File: src/bwc_pkg.sv
// Package for the bus watch comparator registers.
// Assumes an 8-bit register port with byte offsets as listed here.
package bwc_pkg;
    localparam int          ADDR_W        = 8;
    localparam int          DATA_W        = 8;
    localparam int          BUS_ADDR_W    = 18;
    localparam int          BUS_DATA_W    = 16;
    localparam int          NUM_CMP       = 3;
    // Register offsets inside the shared window.
    localparam logic [7:0]  OFF_CTRL      = 8'h28;
    localparam logic [7:0]  OFF_ADDR_HIGH = 8'h29;
    localparam logic [7:0]  OFF_ADDR_MID  = 8'h2a;
    localparam logic [7:0]  OFF_ADDR_LOW  = 8'h2b;
    localparam logic [7:0]  OFF_DATA_HIGH = 8'h2c;
    localparam logic [7:0]  OFF_DATA_LOW  = 8'h2d;
    localparam logic [7:0]  OFF_MASK_HIGH = 8'h2e;
    localparam logic [7:0]  OFF_MASK_LOW  = 8'h2f;
    // Unit control register holding view select and arm.
    localparam logic [7:0]  OFF_UNIT_CTRL = 8'h20;
    localparam int          UC_ARM_BIT    = 7;
    localparam int          UC_VIEW_LSB   = 0;
    // Comparator control field positions.
    localparam int          CT_TAG        = 5;
    localparam int          CT_RW         = 3;
    localparam int          CT_RWE        = 2;
    localparam int          CT_NDB        = 1;
    localparam int          CT_EN         = 0;
    localparam logic [7:0]  CTRL_A_MASK   = 8'h2f;
    localparam logic [7:0]  CTRL_BC_MASK  = 8'h2d;
    localparam logic [1:0]  ADDR_HIGH_MASK = 2'h3;
    localparam logic [7:0]  RESET_VAL     = 8'h00;
    localparam logic [1:0]  VIEW_A        = 2'h0;
    localparam logic [1:0]  VIEW_B        = 2'h1;
    localparam logic [1:0]  VIEW_C        = 2'h2;
    localparam logic [1:0]  VIEW_NONE     = 2'h3;
endpackage : bwc_pkg

File: src/bwc_watch.sv
// Bus watch comparators: three address comparators, data compare on A only.
// Assumes register port and processor bus signals synchronous to mclk.
//
// Added by the designer: strobed register access.
module bwc_watch (
    // Clock and reset.
    input  wire logic                          mclk,
    input  wire logic                          rstn,
    // Register port.
    input  wire logic [bwc_pkg::ADDR_W-1:0]    reg_addr,
    input  wire logic [bwc_pkg::DATA_W-1:0]    reg_wdata,
    input  wire logic                          reg_wr,
    input  wire logic                          reg_rd,
    output logic      [bwc_pkg::DATA_W-1:0]    reg_rdata,
    // Processor bus being watched.
    input  wire logic [bwc_pkg::BUS_ADDR_W-1:0] bus_addr,
    input  wire logic [bwc_pkg::BUS_DATA_W-1:0] bus_data,
    input  wire logic                          bus_read,
    input  wire logic                          bus_valid,
    input  wire logic                          opcode_exec,
    // Match results, one bit per comparator.
    output logic      [bwc_pkg::NUM_CMP-1:0]   cmp_match,
    output logic      [bwc_pkg::NUM_CMP-1:0]   tag_request
);
    import bwc_pkg::*;

    function automatic logic bits_equal(input logic [BUS_ADDR_W-1:0] a,
                                        input logic [BUS_ADDR_W-1:0] b);
        bits_equal = (a == b);
    endfunction : bits_equal

    logic [7:0]  unit_ctrl;
    logic [7:0]  cmp_ctrl  [NUM_CMP];
    logic [1:0]  addr_high [NUM_CMP];
    logic [7:0]  addr_mid  [NUM_CMP];
    logic [7:0]  addr_low  [NUM_CMP];
    logic [15:0] data_val;
    logic [15:0] data_mask;
    logic [NUM_CMP-1:0] tag_pend;

    wire logic [1:0] view     = unit_ctrl[UC_VIEW_LSB +: 2];
    wire logic       armed    = unit_ctrl[UC_ARM_BIT];
    wire logic       view_ok  = (view != VIEW_NONE);
    wire logic [1:0] vidx     = (view == VIEW_NONE) ? 2'h0 : view;
    wire logic       wr_ok    = reg_wr && !armed && view_ok;
    wire logic       wr_a     = wr_ok && (view == VIEW_A);
    wire logic       wr_unit  = reg_wr && (reg_addr == OFF_UNIT_CTRL);
    wire logic [7:0] ctrl_msk = (view == VIEW_A) ? CTRL_A_MASK : CTRL_BC_MASK;

    // Read selection; hidden or missing registers read zero.
    logic [7:0] next_rdata;
    always_comb begin
        next_rdata = RESET_VAL;
        if (reg_addr == OFF_UNIT_CTRL) begin
            next_rdata = unit_ctrl;
        end else if (view_ok) begin
            case (reg_addr)
                OFF_CTRL:      next_rdata = cmp_ctrl[vidx];
                OFF_ADDR_HIGH: next_rdata = {6'h00, addr_high[vidx]};
                OFF_ADDR_MID:  next_rdata = addr_mid[vidx];
                OFF_ADDR_LOW:  next_rdata = addr_low[vidx];
                OFF_DATA_HIGH: next_rdata = (view == VIEW_A) ? data_val[15:8] : 8'h00;
                OFF_DATA_LOW:  next_rdata = (view == VIEW_A) ? data_val[7:0] : 8'h00;
                OFF_MASK_HIGH: next_rdata = (view == VIEW_A) ? data_mask[15:8] : 8'h00;
                OFF_MASK_LOW:  next_rdata = (view == VIEW_A) ? data_mask[7:0] : 8'h00;
                default:       next_rdata = RESET_VAL;
            endcase
        end
    end

    always_ff @(posedge mclk or negedge rstn) begin
        if (!rstn) begin
            reg_rdata <= RESET_VAL;
        end else begin
            reg_rdata <= reg_rd ? next_rdata : RESET_VAL;
        end
    end

    always_ff @(posedge mclk or negedge rstn) begin
        if (!rstn) begin
            unit_ctrl <= RESET_VAL;
        end else if (wr_unit) begin
            unit_ctrl <= reg_wdata & 8'h83;
        end
    end

    // Per-comparator registers; writes go to the visible one only.
    always_ff @(posedge mclk or negedge rstn) begin
        if (!rstn) begin
            for (int i = 0; i < NUM_CMP; i++) begin
                cmp_ctrl[i]  <= RESET_VAL;
                addr_high[i] <= 2'h0;
                addr_mid[i]  <= RESET_VAL;
                addr_low[i]  <= RESET_VAL;
            end
        end else if (wr_ok) begin
            case (reg_addr)
                OFF_CTRL:      cmp_ctrl[vidx]  <= reg_wdata & ctrl_msk;
                OFF_ADDR_HIGH: addr_high[vidx] <= reg_wdata[1:0] & ADDR_HIGH_MASK;
                OFF_ADDR_MID:  addr_mid[vidx]  <= reg_wdata;
                OFF_ADDR_LOW:  addr_low[vidx]  <= reg_wdata;
                default: ;
            endcase
        end
    end

    always_ff @(posedge mclk or negedge rstn) begin
        if (!rstn) begin
            data_val  <= 16'h0000;
            data_mask <= 16'h0000;
        end else if (wr_a) begin
            case (reg_addr)
                OFF_DATA_HIGH: data_val[15:8]  <= reg_wdata;
                OFF_DATA_LOW:  data_val[7:0]   <= reg_wdata;
                OFF_MASK_HIGH: data_mask[15:8] <= reg_wdata;
                OFF_MASK_LOW:  data_mask[7:0]  <= reg_wdata;
                default: ;
            endcase
        end
    end

    // Match evaluation.
    logic [NUM_CMP-1:0] raw_hit;
    logic [NUM_CMP-1:0] next_match;
    logic [NUM_CMP-1:0] next_tag;
    wire logic [15:0] diff    = (bus_data ^ data_val) & data_mask;
    wire logic        data_eq = (diff == 16'h0000);
    wire logic        data_ok = cmp_ctrl[0][CT_NDB] ? !data_eq : data_eq;
    always_comb begin
        logic dir_ok;
        logic addr_ok;
        dir_ok  = 1'b0;
        addr_ok = 1'b0;
        for (int i = 0; i < NUM_CMP; i++) begin
            dir_ok  = !cmp_ctrl[i][CT_RWE] || (cmp_ctrl[i][CT_RW] == bus_read);
            addr_ok = bits_equal(bus_addr, {addr_high[i], addr_mid[i], addr_low[i]});
            raw_hit[i] = bus_valid && cmp_ctrl[i][CT_EN] && addr_ok;
            if (cmp_ctrl[i][CT_TAG]) begin
                next_tag[i]   = raw_hit[i];
                next_match[i] = (tag_pend[i] || raw_hit[i]) && opcode_exec && cmp_ctrl[i][CT_EN];
            end else begin
                next_tag[i]   = 1'b0;
                next_match[i] = raw_hit[i] && dir_ok && ((i != 0) || data_ok);
            end
        end
    end

    always_ff @(posedge mclk or negedge rstn) begin
        if (!rstn) begin
            tag_pend    <= '0;
            cmp_match   <= '0;
            tag_request <= '0;
        end else begin
            tag_pend    <= (tag_pend | next_tag) & ~(next_match | ~{cmp_ctrl[2][CT_TAG],
                           cmp_ctrl[1][CT_TAG], cmp_ctrl[0][CT_TAG]});
            cmp_match   <= next_match;
            tag_request <= next_tag;
        end
    end
endmodule : bwc_watch
File: config.mk
export PLATFORM = sky130hd
export DESIGN_NAME = bwc_watch
export DESIGN_NICKNAME = d
export VERILOG_FILES = /design/src/bwc_pkg.sv /design/src/bwc_watch.sv
export SDC_FILE = /design/constraint.sdc
export NUM_CORES = 1
export LEC_CHECK = 0
export ABC_AREA = 1
export BUFFER_PORTS_ARGS = -buffer_cell sky130_fd_sc_hd__buf_2
export CORE_MARGIN = 2
export CORE_UTILIZATION = 60
export CTS_CLUSTER_DIAMETER = 200
export CTS_CLUSTER_SIZE = 30
export DETAILED_ROUTE_END_ITERATION = 8
export HOLD_SLACK_MARGIN = 0.1
export PLACE_DENSITY = 0.81
export SYNTH_ARGS = -nofsm -noshare
export SYNTH_HDL_FRONTEND = slang
export SYNTH_SLANG_ARGS = --single-unit
File: constraint.sdc
create_clock -name mclk -period 3.77 [get_ports mclk]
set_clock_uncertainty 0.2 [all_clocks]
set_input_delay 0.1885 -clock mclk [delete_from_list [all_inputs] [get_ports mclk]]
set_output_delay 0.1885 -clock mclk [all_outputs]
set_load 0.01 [all_outputs]
==> impl_metrics.env, run 1 <==
export IMPL_status="finished, final reports clean"
export IMPL_h_tree_depth=4
export IMPL_total_power_mw=3.532
export IMPL_crit_arrival_ps=3550
export IMPL_start_kind="flop"
export IMPL_r2r_setup_slack_ps=330
export IMPL_setup_viol_count_final=0
export IMPL_synth_distinct_cells=29
export IMPL_slowest_delay_ps=670
export IMPL_yosys_most_used_dff="dfrtp_1"
export IMPL_core_area_mm2=0.01186
export IMPL_die_area_mm2=0.01293
export IMPL_p_per_area_mw_per_mm2=413.1
export IMPL_worstSetupPathType="flop to flop"
export IMPL_grt_usage_pct=39.77
export IMPL_yosys_area_top_type="dfrtp_1"
export IMPL_clk_transition_reported_paths_ps=60
export IMPL_clockBufferDepth=2
export IMPL_overflow=0
export IMPL_peakVddDrop_mv=0.3856
export IMPL_crit_path_frequent_cell="nand2_1"
export IMPL_worst_path_stages=12
export IMPL_cts_sinks=121
export IMPL_initial_utilization_pct=60.88
export IMPL_drive_gt1_share_pct=9.789
export IMPL_cts_made_buffers=17
export IMPL_ys_async_sr_fraction_pct=100.0
export IMPL_hpwl_mm=17.66
export IMPL_required_ps=3880
export IMPL_synth_common_cells="nand2_1 (404), o21ai_0 (142), dfrtp_1 (121), inv_1 (121), nor2_1 (111)"
export IMPL_drv_slew=0
export IMPL_drc=0
export IMPL_diodes=0
export IMPL_grt_pass1_wl_mm=38.65
export IMPL_synth_edf_count=0
export IMPL_synth_nets=1152
export IMPL_drt_wl_total_mm=24.47
export IMPL_crit_chain="inv_1 -> ha_1 -> clkinv_1 -> nand2_1 -> o21ai_0 -> nand2_1 -> nand2_1 -> nor2_1 -> nand2_1 -> nand2_1 -> nand2_1 -> dlygate4sd3_1"
export IMPL_dpl_cell_area_mm2=0.007686
export IMPL_tightest_slew_ps=997.5
export IMPL_relSlewSlack_pct=33.50
export IMPL_worstPathBufferInverterCount=3
export IMPL_root_buffer="clkbuf_16"
export IMPL_finalHoldViolCount=0
export IMPL_place_congestion=1.062
export IMPL_use_met1_pct=51.68
export IMPL_leakage_nw=4.253
export IMPL_crit_path_end="reg_rdata[0]"
export IMPL_critPathSlowestCell="clkinv_1"
export IMPL_clock_latency_ps=430
export IMPL_grt_start_max_net_pins=77
export IMPL_tritoncts="done"
export IMPL_end_kind="flop"
export IMPL_synth_warnings=0
export IMPL_synthCells=1090
export IMPL_synth_top_cells_by_area="dfrtp_1 (42%), nand2_1 (21%), o21ai_0 (9.8%)"
export IMPL_cp_top_family="buffers and inverters"
export IMPL_nNetsFinal=1236
export IMPL_synth_top_area_share_pct=41.93
export IMPL_die_h_um=113.7
export IMPL_ys_seq_elements=121
export IMPL_first_pass_iters=8
export IMPL_area_growth_pct=18.40
export IMPL_synth_area_per_cell_um2=6.624
export IMPL_rsz0062_at_grt="no"
export IMPL_wire_per_inst_um=18.37
export IMPL_tns_ps=0
export IMPL_max_freq_mhz=290.9
export IMPL_fin_area_mm2=0.008549
export IMPL_synthesis_area_mm2=0.007221
export IMPL_reg2reg_depth=12
export IMPL_r2r_start="unit_ctrl[1]"
export IMPL_io_pins=71
export IMPL_hp_class="input port to flop"
export IMPL_met3_usage_pct=7.758
export IMPL_ant_nets=0
export IMPL_yosysSeqAreaShare_pct=41.93
export IMPL_fin_crit_ps=3437
export IMPL_antenna_found_initial=0
export IMPL_layout_worst_path_cycle_share_pct=91.17
export IMPL_yosysMostFrequentCell="nand2_1"
export IMPL_maxCapViolCount=0
export IMPL_drt_vias_per_instance=5.782
export IMPL_cp_max_fo=36
export IMPL_vias=7701
export IMPL_fp_dieW_um=113.7
export IMPL_core_rowCount=40
export IMPL_grt_pass1_vias=7229
export IMPL_grt_busiest_layer="met2"
export IMPL_use_met2_pct=63.23
export IMPL_drt_iter0_markers=864
export IMPL_crit_path_start="unit_ctrl[1]"
export IMPL_worstReg2RegEnd="reg_rdata[0]"
export IMPL_port_buffers=70
[final cells by class]
| cell class | instances | area (um2) |
|---|---|---|
| Sequential cell | 121 | 3028 |
| Clock inverter | 13 | 217.7 |
| Tap cell | 147 | 183.9 |
| Fill cell | 1004 | 3312 |
| Timing Repair Buffer | 99 | 638.1 |
| Clock buffer | 17 | 425.4 |
| Multi-Input combinational cell | 812 | 3595 |
| Inverter | 123 | 461.7 |
[worst reg2reg max path, cell delays in order (launching register included)]
cell and delay, ps:
dfrtp_1 440, inv_1 120, ha_1 180, clkinv_1 670, nand2_1 600, o21ai_0 150
nand2_1 80, nand2_1 50, nor2_1 90, nand2_1 60, nand2_1 70, nand2_1 60
dlygate4sd3_1 550
[metrics by stage]
step                std cells  hold WS, ps  setup slack (ps)  util [%]
floorplan                1090       -307.1              1742         -
global placement         1280        192.2              1107     64.80
detailed placement       1280        198.1             980.7     64.80
CTS                      1332        108.0             393.5     72.08
global route             1332        159.2             81.96     72.08
finish                   1332        109.7             332.7     72.08
[how the worst min path moves through the flow]
stage	from	slack [ps]	endpoint	cells after the start
final	bus_addr[3]	110	tag_request[1]	6
after global routing	reg_wdata[7]	160	data_mask[15]	3
after CTS	reg_wdata[7]	110	data_mask[15]	3
after detailed placement	rstn	200	addr_mid[8]	1
after global placement	rstn	190	addr_mid[8]	1
after floorplan	rstn	-310	addr_high[0]	0
[cells in the final DEF (no fill, tap or decap)]
| cell | n |
|---|---|
| nor3_4 | 1 |
| inv_6 | 3 |
| and3_1 | 1 |
| ha_1 | 5 |
| o2111ai_1 | 2 |
| o211ai_1 | 1 |
| nor3b_1 | 1 |
| nor3_1 | 8 |
| nor4_1 | 2 |
| nand3_1 | 48 |
| dfrtp_1 | 121 |
| o22ai_1 | 2 |
| nand2_1 | 404 |
| clkbuf_16 | 17 |
| clkinv_1 | 1 |
| nor2_2 | 2 |
| buf_2 | 69 |
| o21ai_1 | 12 |
| nand3_2 | 5 |
| clkinv_4 | 3 |
| inv_2 | 1 |
| inv_1 | 121 |
| nor2_1 | 111 |
| xnor2_1 | 3 |
| nand4_1 | 38 |
| buf_12 | 1 |
| o31ai_1 | 3 |
| buf_4 | 7 |
| o21ai_0 | 142 |
| nand3b_1 | 1 |
| clkinvlp_4 | 2 |
| xor2_1 | 3 |
| a21oi_1 | 17 |
| dlygate4sd3_1 | 22 |
| bufinv_16 | 5 |
[flip-flops by register name, indices dropped and copies added, names as in the netlist]
signal / flops
addr_mid: 24
addr_high: 6
tag_request: 3
addr_low: 24
cmp_match: 3
data_val: 16
unit_ctrl: 3
tag_pend: 3
cmp_ctrl: 15
data_mask: 16
reg_rdata: 8
[cell families after synthesis]
kind of cell | share of synthesized area, %
and+or+nand+nor | 35.51
AOI/OAI and AO/OA | 12.68
buffers and inverters | 8.283
DFF | 41.93
xor gates and xnor gates | 0.7279
adders and majority gates | 0.8664
[timing repair]
action / CTS / global route
setup buffers: 0 / 0
hold buffers: 22 / 0
endpoints found under the hold margin: 114 / 0
gates resized for setup: 0 / 0
[power breakdown]
group	leakage (nW)	internal, mW	total (mW)	switching [mW]
logic	2.30	0.110	0.348	0.238
clock network	0.306	1.17	1.82	0.643
registers	1.65	1.33	1.37	0.0381
[layer usage]
layer	up-vias	share of wire, %
li1	3649	-
met1	3518	39
met2	458	46
met3	76	9.9
met4	0	5.1
met5	-	0
Power figures use the tool's default switching activity.
==> run 2, diff against run 1 <==
Clock period 3.77 ns to 4.3 ns, I/O delays scaled along.
==> run 2 against run 1 <==
Compared with the run above:
- combinational power fell by 15%
- core utilization fell by 1.1 points
- count of clock-buffer cells in the layout rose by 2
- fmax fell by 6.6%
- power fell by 19%
- worst hold slack improved by 6.5 ps
==> impl_metrics.env, run 2 (synthesized netlist as in run 1, its figures left out) <==
export IMPL_start_kind="flop"
export IMPL_wire_per_inst_um=17.48
export IMPL_status="finished, final reports clean"
export IMPL_leakage_nw=4.191
export IMPL_p_per_area_mw_per_mm2=338.2
export IMPL_tightest_slew_ps=819.4
export IMPL_drv_slew=0
export IMPL_crit_arrival_ps=3790
export IMPL_pwr_share_clk_pct=47.6
export IMPL_maxCapViolCount=0
export IMPL_core_area_mm2=0.01186
export IMPL_area_growth_pct=16.67
export IMPL_cts_made_buffers=17
export IMPL_power_internal_mw=2.072
export IMPL_grt_pass1_wl_mm=36.81
export IMPL_place_congestion=1.053
export IMPL_final_core_util_pct=71.02
export IMPL_port_buffers=70
export IMPL_core_rowCount=40
export IMPL_grt_usage_pct=37.62
export IMPL_combinationalPowerShare_pct=10.4
export IMPL_finalHoldViolCount=0
export IMPL_seq_power_share_pct=42.1
export IMPL_clock_latency_ps=430
export IMPL_hold_start="reg_wdata[2]"
export IMPL_io_pins=71
export IMPL_hpwl_mm=17.01
export IMPL_switchingPower_uw=776.6
export IMPL_ant_nets=0
export IMPL_layout_worst_path_cycle_share_pct=85.55
export IMPL_fin_crit_ps=3679
export IMPL_root_buffer="clkbuf_16"
export IMPL_fin_area_mm2=0.008424
export IMPL_dp_slack_ps=1265
export IMPL_cts_repair_resized=0
export IMPL_cts_setup_buffers=0
export IMPL_rsz0062_at_grt="no"
export IMPL_max_freq_mhz=271.8
export IMPL_mostFrequentLayoutCell="nand2_1"
export IMPL_r2r_start="unit_ctrl[1]"
export IMPL_h_tree_depth=4
export IMPL_vias=7693
export IMPL_drt_vias_per_instance=5.784
export IMPL_drt_wl_total_mm=23.25
export IMPL_required_ps=4410
export IMPL_peakVddDrop_mv=0.2581
export IMPL_most_common_layout_cells="nand2_1 (404), o21ai_0 (142), inv_1 (121), dfrtp_1 (121), nor2_1 (111)"
export IMPL_clk_transition_reported_paths_ps=60
export IMPL_antenna_found_initial=0
export IMPL_crit_path_start="unit_ctrl[1]"
export IMPL_hp_class="input port to flop"
export IMPL_setup_viol_count_final=0
export IMPL_drive_gt1_share_pct=9.637
export IMPL_cp_max_fo=36
export IMPL_die_h_um=113.7
export IMPL_grt_pass1_vias=7044
export IMPL_end_kind="flop"
export IMPL_nNetsFinal=1232
export IMPL_drc=0
export IMPL_tritoncts="done"
export IMPL_fill_cells=1028
export IMPL_timing_final_ws_setup_ps=621.3
export IMPL_tns_ps=0
export IMPL_overflow=0
export IMPL_reg_top3="addr_low: 24 flops, addr_mid: 24 flops"
export IMPL_clockBufferDepth=2
export IMPL_fp_dieW_um=113.7
export IMPL_first_pass_iters=8
export IMPL_cts_sinks=121
export IMPL_relSlewSlack_pct=45.03
export IMPL_die_area_mm2=0.01293
export IMPL_initial_utilization_pct=60.88
export IMPL_power_share_switching_pct=27.26
export IMPL_drt_iter0_markers=930
export IMPL_diodes=0
export IMPL_worstSetupPathType="flop to flop"
export IMPL_dpl_cell_area_mm2=0.007651
export IMPL_grt_start_max_net_pins=48
[run 2: cell count changes in the layout (fill, tap and decap cells not counted), sizes merged]
cell | previous run | this run
buf | 77 | 74
bufinv | 5 | 1
clkbuf | 17 | 19
clkinv | 4 | 8
clkinvlp | 2 | 3
dlygate4sd3 | 22 | 21
inv | 125 | 124
[run 2: timing repair]
action                                 CTS  global route
setup endpoints to repair                0             0
hold buffers                            21             0
endpoints found under the hold margin   79             0
[run 2: cell type report]
| class | count | area [um2] | area share, % |
|---|---|---|---|
| multi-input cells | 812 | 3595 | 42.67 |
| flip-flops and latches | 121 | 3028 | 35.94 |
| repair buffers | 95 | 593.1 | 7.040 |
| inverters | 123 | 461.7 | 5.480 |
| clock buffers | 19 | 442.9 | 5.258 |
| well taps | 147 | 183.9 | 2.183 |
| clock inverters | 13 | 120.1 | 1.426 |
[run 2: per-stage QoR]
| step | instances | hold slack, ps | total power, mW |
|---|---|---|---|
| 3_3_place_gp | 1277 | 55.35 | 1.487 |
| 4_1_cts | 1330 | 116.9 | 2.840 |
| 3_5_place_dp | 1277 | 53.44 | 1.493 |
| 6_report | 1330 | 116.1 | 2.849 |
| 5_1_grt | 1330 | 165.2 | 2.946 |
| 2_1_floorplan | 1090 | -280.6 | 1.369 |
[run 2: worst max-delay path, cell delays in order, from the launching register on]
cell,delay [ps]
dfrtp_1,440
inv_1,110
ha_1,140
buf_4,270
clkinv_1,720
nand2_1,580
o21ai_0,170
nand2_1,80
nand2_1,40
nor2_1,80
nand2_1,60
nand2_1,60
nand2_1,50
dlygate4sd3_1,550
[run 2: worst paths after layout]
path                                  to  slack (ps)  depth (start not counted)
setup / recovery            reg_rdata[0]         620                         13
hold / removal             data_mask[10]         120                          3
setup reg to reg            reg_rdata[0]         620                         13
hold reg to reg              cmp_ctrl[1]         300                          2
max in group asynchronous   data_mask[9]        2770                          3
min in group asynchronous   addr_mid[16]         140                          2
[run 2: metal layers]
metal	vias to the layer above	global-route usage (%)	wire [um]
met4	0	21.54	1327
met1	3534	49.68	9056
met2	427	58.04	10470
li1	3642	-	-
met5	-	0	0
met3	90	7.811	2392
[run 2: power by group through the flow]
stage | Clock (mW) | Combinational, mW | Sequential [mW]
2_1_floorplan | 0 | 0.163 | 1.21
3_3_place_gp | 0 | 0.270 | 1.22
3_5_place_dp | 0 | 0.276 | 1.22
4_1_cts | 1.35 | 0.289 | 1.20
5_1_grt | 1.41 | 0.332 | 1.20
6_report | 1.35 | 0.295 | 1.20
